## src/pkg/board_status_params.svh

```systemverilog
// Purpose: Offsets, bit positions, reset values and codes of the board register bank
// Assumes: Word-aligned registers, byte address is four times the register index
// Notes:   Definitions only
`ifndef BOARD_STATUS_PARAMS_SVH
`define BOARD_STATUS_PARAMS_SVH

// ==========================================================
// Register indices and byte addresses
`define BOOT_STATUS_IDX 32'h0000_820a
`define TWO_WIRE_IDX 32'h0000_820b
`define SWITCH_IDX 32'h0000_820c
`define BOOT_STATUS_ADDR (`BOOT_STATUS_IDX * 32'h0000_0004)
`define TWO_WIRE_ADDR (`TWO_WIRE_IDX * 32'h0000_0004)
`define SWITCH_ADDR (`SWITCH_IDX * 32'h0000_0004)

// ==========================================================
// Two-wire register field positions
`define TW_CLK_DRIVE_BIT 7
`define TW_DATA_DRIVE_BIT 6
`define TW_CLK_SENSE_BIT 5
`define TW_DATA_SENSE_BIT 4
`define TW_FILL_BITS 4'hf

// ==========================================================
// Reset values and boot codes
`define BOOT_STATUS_RST 2'h3
`define TWO_WIRE_RST 8'hff
`define BOOT_MODE_BACKUP 2'h2
`define BOOT_MODE_NORMAL 2'h3

`endif

```

## src/pkg/board_status_pkg.sv

```systemverilog
// Purpose: Types shared by the board register bank
// Assumes: Nothing beyond the params header
// Notes:   Types only; numbers live in the header
`default_nettype none

package board_status_pkg;
   // ==========================================================
   // Bus data phase kinds
   typedef enum logic [1:0] {PH_IDLE, PH_READ, PH_WRITE} phase_t;
   // Register selected by an address phase
   typedef enum logic [1:0] {SEL_NONE, SEL_BOOT, SEL_WIRE, SEL_SWITCH} reg_sel_t;
endpackage : board_status_pkg

`default_nettype wire

```

## src/pkg/two_wire_if.sv

```systemverilog
// Purpose: Carrier between register decode and the two-wire port logic
// Assumes: Single clock domain
// Notes:   Write strobe is one cycle wide
`timescale 1ns/10ps
`default_nettype none

interface two_wire_if;
   logic wr_en; // One-cycle write strobe
   logic clk_drive_wr; // Written clock latch level
   logic data_drive_wr; // Written data latch level
   logic clk_level; // Clock line as seen now
   logic data_level; // Data line as seen now
   // Register side
   modport regs (output wr_en, output clk_drive_wr, output data_drive_wr,
                 input clk_level, input data_level);
   // Pin side
   modport port (input wr_en, input clk_drive_wr, input data_drive_wr,
                 output clk_level, output data_level);
endinterface : two_wire_if

`default_nettype wire

```

## src/rtl/two_wire_port.sv

```systemverilog
// Purpose: Open-collector clock and data latches for the bit-banged two-wire bus
// Assumes: Line inputs are synchronous to hclk
// Notes:   Pins are only ever pulled low or released
`timescale 1ns/10ps
`default_nettype none
`include "board_status_params.svh"

module two_wire_port (
   input wire logic hclk,
   input wire logic hresetn,
   two_wire_if.port tw,
   input wire logic wire_clock_in,
   output logic wire_clock_out,
   output logic wire_clock_oe,
   input wire logic wire_data_in,
   output logic wire_data_out,
   output logic wire_data_oe
);
   logic clk_latch_reg; // Clock output latch
   logic data_latch_reg; // Data output latch
   localparam logic [7:0] RELEASE_ALL = `TWO_WIRE_RST; // Register reset image, both lines released

   // ==========================================================
   // Latches
   // reset releases lines
   always_ff @(posedge hclk or negedge hresetn) begin
      if (!hresetn) begin
         clk_latch_reg <= RELEASE_ALL[`TW_CLK_DRIVE_BIT];
         data_latch_reg <= RELEASE_ALL[`TW_DATA_DRIVE_BIT];
      end else if (tw.wr_en) begin
         clk_latch_reg <= tw.clk_drive_wr;
         data_latch_reg <= tw.data_drive_wr;
      end
   end

   // ==========================================================
   // Open-collector drive: low when latch is 0, released otherwise
   // open collector drive
   assign wire_clock_out = 1'b0;
   assign wire_data_out = 1'b0;
   assign wire_clock_oe = ~clk_latch_reg;
   assign wire_data_oe = ~data_latch_reg;
   // Line levels go straight back; the bus mirrors the real wire
   assign tw.clk_level = wire_clock_in;
   assign tw.data_level = wire_data_in;
endmodule : two_wire_port

`default_nettype wire

```

## src/rtl/boot_mode_sense.sv

```systemverilog
// Purpose: Samples the boot-select inputs and decodes the boot mode
// Assumes: Inputs are synchronous to hclk
// Notes:   Decoded flags are registered alongside the sample
`timescale 1ns/10ps
`default_nettype none
`include "board_status_params.svh"

module boot_mode_sense (
   input wire logic hclk,
   input wire logic hresetn,
   input wire logic [1:0] boot_select_inputs,
   output logic [1:0] boot_bits,
   output logic boot_from_backup,
   output logic boot_normal,
   output logic boot_reserved
);
   // ==========================================================
   // Sample and decode
   // reset value three
   always_ff @(posedge hclk or negedge hresetn) begin
      if (!hresetn) begin
         boot_bits <= `BOOT_STATUS_RST;
         boot_from_backup <= 1'b0;
         boot_normal <= 1'b1;
         boot_reserved <= 1'b0;
      end else begin
         boot_bits <= boot_select_inputs;
         boot_from_backup <= (boot_select_inputs == `BOOT_MODE_BACKUP);
         boot_normal <= (boot_select_inputs == `BOOT_MODE_NORMAL);
         boot_reserved <= ~boot_select_inputs[1];
      end
   end
endmodule : boot_mode_sense

`default_nettype wire

```

## src/rtl/board_status_regs.sv

```systemverilog
// Purpose: AHB-Lite register bank with boot status, two-wire bit-bang and switch inputs
// Assumes: Single 40 MHz clock; all pins synchronous to hclk
// Notes:   Zero wait states, always OKAY; unmapped reads give zero
//
// Overview of operation
// - Boot status shows boot inputs, resets 0x03
// - Boot code two backup, three normal
// - Clock drive bit writes latch, reads line
// - Data drive bit writes latch, reads line
// - Latches pull low or release lines
// - Clock sense bit reports clock line
// - Data sense bit reports data line
// - Reserved bits written one; reset all ones
// - Switch register shows four contacts, upper zero
//
// Register access over AHB-Lite was decided locally.
`timescale 1ns/10ps
`default_nettype none
`include "board_status_params.svh"

module board_status_regs
   import board_status_pkg::*;
(
   input wire logic hclk,
   input wire logic hresetn,
   // AHB-Lite slave
   input wire logic hsel,
   input wire logic [31:0] haddr,
   input wire logic [1:0] htrans,
   input wire logic hwrite,
   input wire logic [2:0] hsize,
   input wire logic [31:0] hwdata,
   input wire logic hready,
   output logic hreadyout,
   output logic hresp,
   output logic [31:0] hrdata,
   // Board inputs
   input wire logic [1:0] boot_select_inputs,
   input wire logic [3:0] config_switch,
   // Decoded boot mode
   output logic boot_from_backup,
   output logic boot_normal,
   output logic boot_reserved,
   // Two-wire lines, open collector
   input wire logic wire_clock_in,
   output logic wire_clock_out,
   output logic wire_clock_oe,
   input wire logic wire_data_in,
   output logic wire_data_out,
   output logic wire_data_oe
);

   // ==========================================================
   // Declarations
   phase_t phase_reg; // Kind of the pending data phase
   reg_sel_t sel_reg; // Register addressed by the pending phase
   logic [31:0] hrdata_reg; // Read data, loaded at address phase
   logic [1:0] boot_bits; // Sampled boot inputs
   logic [3:0] switch_reg; // Sampled switch contacts
   logic addr_accept; // Address phase taken this edge
   reg_sel_t addr_sel; // Decode of the current address
   two_wire_if tw (); // Carrier to the pin logic

   // ==========================================================
   // Decode and read functions
   // Map a byte address onto a register; anything else selects nothing
   // A full compare costs a little logic but keeps aliases out of the map,
   // so a stray address can never reach the latches
   function automatic reg_sel_t decode_addr(input logic [31:0] a);
      reg_sel_t s;
      s = SEL_NONE;
      if (a == `BOOT_STATUS_ADDR) begin
         s = SEL_BOOT;
      end else if (a == `TWO_WIRE_ADDR) begin
         s = SEL_WIRE;
      end else if (a == `SWITCH_ADDR) begin
         s = SEL_SWITCH;
      end
      return s;
   endfunction : decode_addr

   // Byte returned for a selected register
   function automatic logic [7:0] read_value(input reg_sel_t s, input logic [1:0] boot,
                                            input logic ck, input logic dt,
                                            input logic [3:0] sw);
      logic [7:0] v;
      v = 8'h00;
      case (s)
         SEL_BOOT: begin
            v = {6'h00, boot};
         end
         SEL_WIRE: begin
            v[`TW_CLK_DRIVE_BIT] = ck;
            v[`TW_DATA_DRIVE_BIT] = dt;
            v[`TW_CLK_SENSE_BIT] = ck;
            v[`TW_DATA_SENSE_BIT] = dt;
            v[3:0] = `TW_FILL_BITS;
         end
         SEL_SWITCH: begin
            v = {4'h0, sw};
         end
         default: begin
            v = 8'h00;
         end
      endcase
      return v;
   endfunction : read_value

   // ==========================================================
   // Address phase
   // A transfer is taken when selected, NONSEQ or SEQ, and the bus is ready
   // Only htrans[1] counts: IDLE and BUSY leave the bank alone, and a
   // single-transfer master never issues SEQ anyway
   assign addr_accept = hsel && htrans[1] && hready;
   assign addr_sel = decode_addr(haddr);

   // Zero wait states: every phase completes in one cycle
   // Trade-off: a slower register could not be added here without
   // first building a wait-state path
   assign hreadyout = 1'b1;
   // No error case exists; unmapped space reads zero and drops writes
   assign hresp = 1'b0;
   assign hrdata = hrdata_reg;

   // ==========================================================
   // Data phase tracker
   // Remembers what the address phase asked for, so the write strobe
   // lines up with hwdata, which only stands one cycle later
   always_ff @(posedge hclk or negedge hresetn) begin
      if (!hresetn) begin
         phase_reg <= PH_IDLE;
         sel_reg <= SEL_NONE;
      end else if (hready) begin
         // Phase moves on only when the bus completes
         if (addr_accept) begin
            phase_reg <= hwrite ? PH_WRITE : PH_READ;
            sel_reg <= addr_sel;
         end else begin
            // Nothing taken: no data phase is pending
            phase_reg <= PH_IDLE;
            sel_reg <= SEL_NONE;
         end
      end
   end

   // ==========================================================
   // Read data
   // Loaded at the address edge so it stands in the data phase from a flop;
   // it then holds until the next read, which keeps the bus quiet
   // Lines are sampled at the address edge, a cycle earlier than the data
   // edge; software bit-banging moves them far slower than that
   always_ff @(posedge hclk or negedge hresetn) begin
      if (!hresetn) begin
         hrdata_reg <= 32'h0000_0000;
      end else if (addr_accept && !hwrite) begin
         // Line levels come back through the carrier, as the pin logic sees them
         hrdata_reg <= {24'h00_0000, read_value(addr_sel, boot_bits, tw.clk_level,
                                                tw.data_level, switch_reg)};
      end
   end

   // ==========================================================
   // Write strobe into the two-wire latches
   // Only the two-wire register takes writes; hsize is not checked, the
   // low byte lane carries the register byte for word transfers
   // The strobe is combinational so the latch takes hwdata at the edge that
   // ends the data phase; a registered strobe would need hwdata held longer
   always_comb begin
      tw.wr_en = 1'b0;
      tw.clk_drive_wr = hwdata[`TW_CLK_DRIVE_BIT];
      tw.data_drive_wr = hwdata[`TW_DATA_DRIVE_BIT];
      case (phase_reg)
         PH_WRITE: begin
            tw.wr_en = (sel_reg == SEL_WIRE);
         end
         PH_READ: begin
            tw.wr_en = 1'b0;
         end
         default: begin
            tw.wr_en = 1'b0;
         end
      endcase
   end

   // ==========================================================
   // Switch contacts
   // No reset on purpose: the register has no defined reset value and
   // simply tracks the contacts one cycle late
   // Limitation: the first cycle after power-up reads an unknown value
   // One flop is enough: contacts move by hand and never race the bus
   // switch sampling
   always_ff @(posedge hclk) begin
      switch_reg <= config_switch;
   end

   // ==========================================================
   // Sub-blocks
   // Boot inputs are sampled in their own block so the decoded flags and
   // the readable bits always come from the same flop stage
   boot_mode_sense u_boot (
      .hclk(hclk),
      .hresetn(hresetn),
      .boot_select_inputs(boot_select_inputs),
      .boot_bits(boot_bits),
      .boot_from_backup(boot_from_backup),
      .boot_normal(boot_normal),
      .boot_reserved(boot_reserved)
   );

   // Pin logic; bits 3..0 written by software are not stored anywhere
   two_wire_port u_wire (
      .hclk(hclk),
      .hresetn(hresetn),
      .tw(tw.port),
      .wire_clock_in(wire_clock_in),
      .wire_clock_out(wire_clock_out),
      .wire_clock_oe(wire_clock_oe),
      .wire_data_in(wire_data_in),
      .wire_data_out(wire_data_out),
      .wire_data_oe(wire_data_oe)
   );
endmodule : board_status_regs

`default_nettype wire

```

## config.mk

```make
export PLATFORM = sky130hd
export DESIGN_NAME = board_status_regs
export DESIGN_NICKNAME = d
export VERILOG_FILES = /design/src/pkg/board_status_pkg.sv /design/src/pkg/two_wire_if.sv /design/src/rtl/two_wire_port.sv /design/src/rtl/boot_mode_sense.sv /design/src/rtl/board_status_regs.sv
export VERILOG_INCLUDE_DIRS = /design/src /design/src/pkg
export SDC_FILE = /design/constraint.sdc
export NUM_CORES = 1
export LEC_CHECK = 0
export BUFFER_PORTS_ARGS = -buffer_cell sky130_fd_sc_hd__buf_2
export CAP_MARGIN = 20
export CORE_MARGIN = 8
export CORE_UTILIZATION = 31
export DETAILED_ROUTE_END_ITERATION = 12
export PLACE_DENSITY = 0.79
export SLEW_MARGIN = 20
export SYNTH_ARGS = -nofsm -noshare
export SYNTH_HDL_FRONTEND = slang
export SYNTH_SLANG_ARGS = --single-unit
```

## constraint.sdc

```tcl
create_clock -name hclk -period 1 [get_ports hclk]
set_clock_uncertainty 0.05 [all_clocks]
set_input_delay 0.15 -clock hclk [delete_from_list [all_inputs] [get_ports hclk]]
set_output_delay 0.15 -clock hclk [all_outputs]
set_load 0.02 [all_outputs]
```

==> reports/metrics.yaml <==
yosys:
  synthFlopType: "dfrtp_1"
  synth_edf_count: 0
  synth.area.top_cells: "dfrtp_1, buf_4, dfstp_2"
  yosys.area_share.adder: 0
  yosysUniqueCellTypes: 28
  postSynthCellCount: 119
  ys_warn_count: 0
  synthArstFlopShare: 0.810
  synth-seq-cells: 21
  synth_top_cell_by_area: "dfrtp_1"
  synth_top_area_share: 0.265
  synthTopCellsByCount: "buf_4, dfrtp_1, inv_1, nand2_1, nor2_1"
  synthXorXnorAreaFrac: 0.00774
  synthMuxAreaShare: 0
  yosys.area_share.simple: 0.215
  synth_compound_area_frac: 0.0896
  syn_area_per_cell_um2: 9.50
  yosysSeqAreaShare: 0.452
  syn-cell-area_um2: 1130
  synth_most_common_cell: "buf_4"
  synth_top_family_by_area: "buffers and inverters"
cts:
  clk_pin_slew_ns: 0.12
  root_buffer: "clkbuf_4"
  cts_tree: "built"
  numCtsBuffers: 3
  clock-sinks: 21
  insertion_delay_ns: 0.30
  htreeDepth: 1
  clk_path_buf_depth: 2
floorplanning:
  die-height_um: 76.4
  rows: 22
  core_area_um2: 3580
  die_area_um2: 5840
  die_x_um: 76.4
  start_util: 0.316
  ios: 123
route:
  ant_nets: 0
  dr_total_vias: 1054
  drt-pass1-iter-count: 4
  vias_per_cell: 4.15
  wl_per_cell_um: 12.5
  routed_wl_um: 3180
  drtIter0Drc: 32
  drcViolationCount: 0
timing:
  drv_slew: 0
  whs_ns: 0.0432
  clock.fmax_mhz: 839
  hold_viol: 0
  period_share: 1.19
  finalSetupTns_ns: -1.97
  fin_crit_ns: 1.19
  finalSetupViolations: 23
  rsz0062_at_grt: "true"
  worst_slack_ns: -0.191
place:
  numPortBuffers: 60
  dp_cells: 232
  dp_hpwl_um: 2610
  pre_cts_ws_ns: -0.458
  place_congestion: 0.757
finish:
  instances_no_fill: 254
  multi_input_area_um2: 509
  seq_area_um2: 512
  layout-drive-gt1-share: 0.515
  largest_reg_flops: 6
  n_antenna_cell: 0
  fillers: 355
  final_core_util: 0.492
  area_growth_pct: 55.6
  nets: 289
global_route:
  grt_antenna_before_repair: 0
  grt_max_degree: 18
  grt_pass1_wl_um: 5120
  grt_pass1_vias: 1168
  grt_use_total: 0.104
  met2_usage: 0.209
  grt_overflow: 0
  grtUsageMet3: 0.0436
  use_met1: 0.0924
  grt-busiest-layer: "met2"
flow_run:
  maxCapViolCount: 0
setup_path:
  crit_arrival_ns: 0.99
  start_kind: "flop"
  endpoint_kind: "output port"
  critical_path_class: "flop to output port"
  worstPathRequired_ns: 0.80
  r2r_setup_slack_ns: -0.07
  path_max_fanout: 2
min_path:
  min_path_type: "input port to flop"
power_and_ir_drop:
  ir_drop_mv: 0.563
  p_leak_nw: 0.890
  p_per_area_nw_per_um2: 954
status:
  violations: "negative setup slack"
  status: "complete, but fails checks"
## area by class of cell
class | count | area share
timing repair buffer | 87 | 0.352
sequential | 21 | 0.291
multi-input combinational | 85 | 0.289
tap | 48 | 0.0341
inverter | 9 | 0.0192
clock buffer | 4 | 0.0149
## stage by stage
stage,cell area (um2),power (mW)
floorplan,1230,1.15
global placement,1440,1.22
detailed placement,1440,1.23
CTS,1670,1.68
global route,1760,1.78
finish,1760,1.68
## cells in the final DEF (no fill, tap or decap), drive strengths merged, types with 5 or more instances in the layout
| master | instances |
|---|---|
| o21ai | 10 |
| nor2 | 8 |
| nand2 | 9 |
| conb | 28 |
| dlygate4sd3 | 9 |
| dfstp | 5 |
| buf | 78 |
| inv | 9 |
| dfrtp | 12 |
## layer usage
| layer | vias to the layer above | share of wire |
|---|---|---|
| met5 | - | 0 |
| met4 | 0 | 0.0053 |
| met3 | 4 | 0.072 |
| met2 | 40 | 0.58 |
| met1 | 493 | 0.34 |
| li1 | 517 | - |
## logic make-up (layout without fill, tap and decap cells)
family / count (synthesis) / after routing
flip-flops: 21 / 21
AO/OA/AOI/OAI: 16 / 16
buffers and inverters: 39 / 100
AND/OR/NAND/NOR: 40 / 40
XOR/XNOR: 1 / 1
other: 2 / 28
## final timing paths
| path | depth (start not counted) | endpoint | startpoint |
|---|---|---|---|
| setup / recovery | 2 | wire_data_oe | u_wire.data_latch_reg$_DFFE_PN1P_ |
| hold / removal | 3 | hrdata[6]$_DFFE_PN0P_ | wire_data_in |
| setup reg to reg | 5 | u_wire.clk_latch_reg$_DFFE_PN1P_ | sel_reg[1]$_DFFE_PN0P_ |
| hold reg to reg | 2 | u_wire.data_latch_reg$_DFFE_PN1P_ | u_wire.data_latch_reg$_DFFE_PN1P_ |
| max in group asynchronous | 2 | u_boot.boot_bits[1]$_DFF_PN1_ | hresetn |
| min in group asynchronous | 2 | hrdata[0]$_DFFE_PN0P_ | hresetn |
## where the power goes
part	leakage (nW)	internal, mW	total, mW	switching (mW)
Sequential	0.250	0.885	0.896	0.0109
Clock	0.0150	0.155	0.395	0.239
Combinational	0.625	0.172	0.388	0.217
## what timing repair did
item,in CTS,in global routing
setup endpoints to repair,23,23
pin swaps,0,5
gates resized for setup,33,11
hold buffers,8,1
endpoints found under the hold margin,21,1
buffers inserted,4,5
## worst max-delay path: stages, from the launching register on
cell	delay, ns
dfstp_2	0.54
inv_2	0.04
buf_6	0.12
Note: power is estimated with default switching activity, not from simulation.
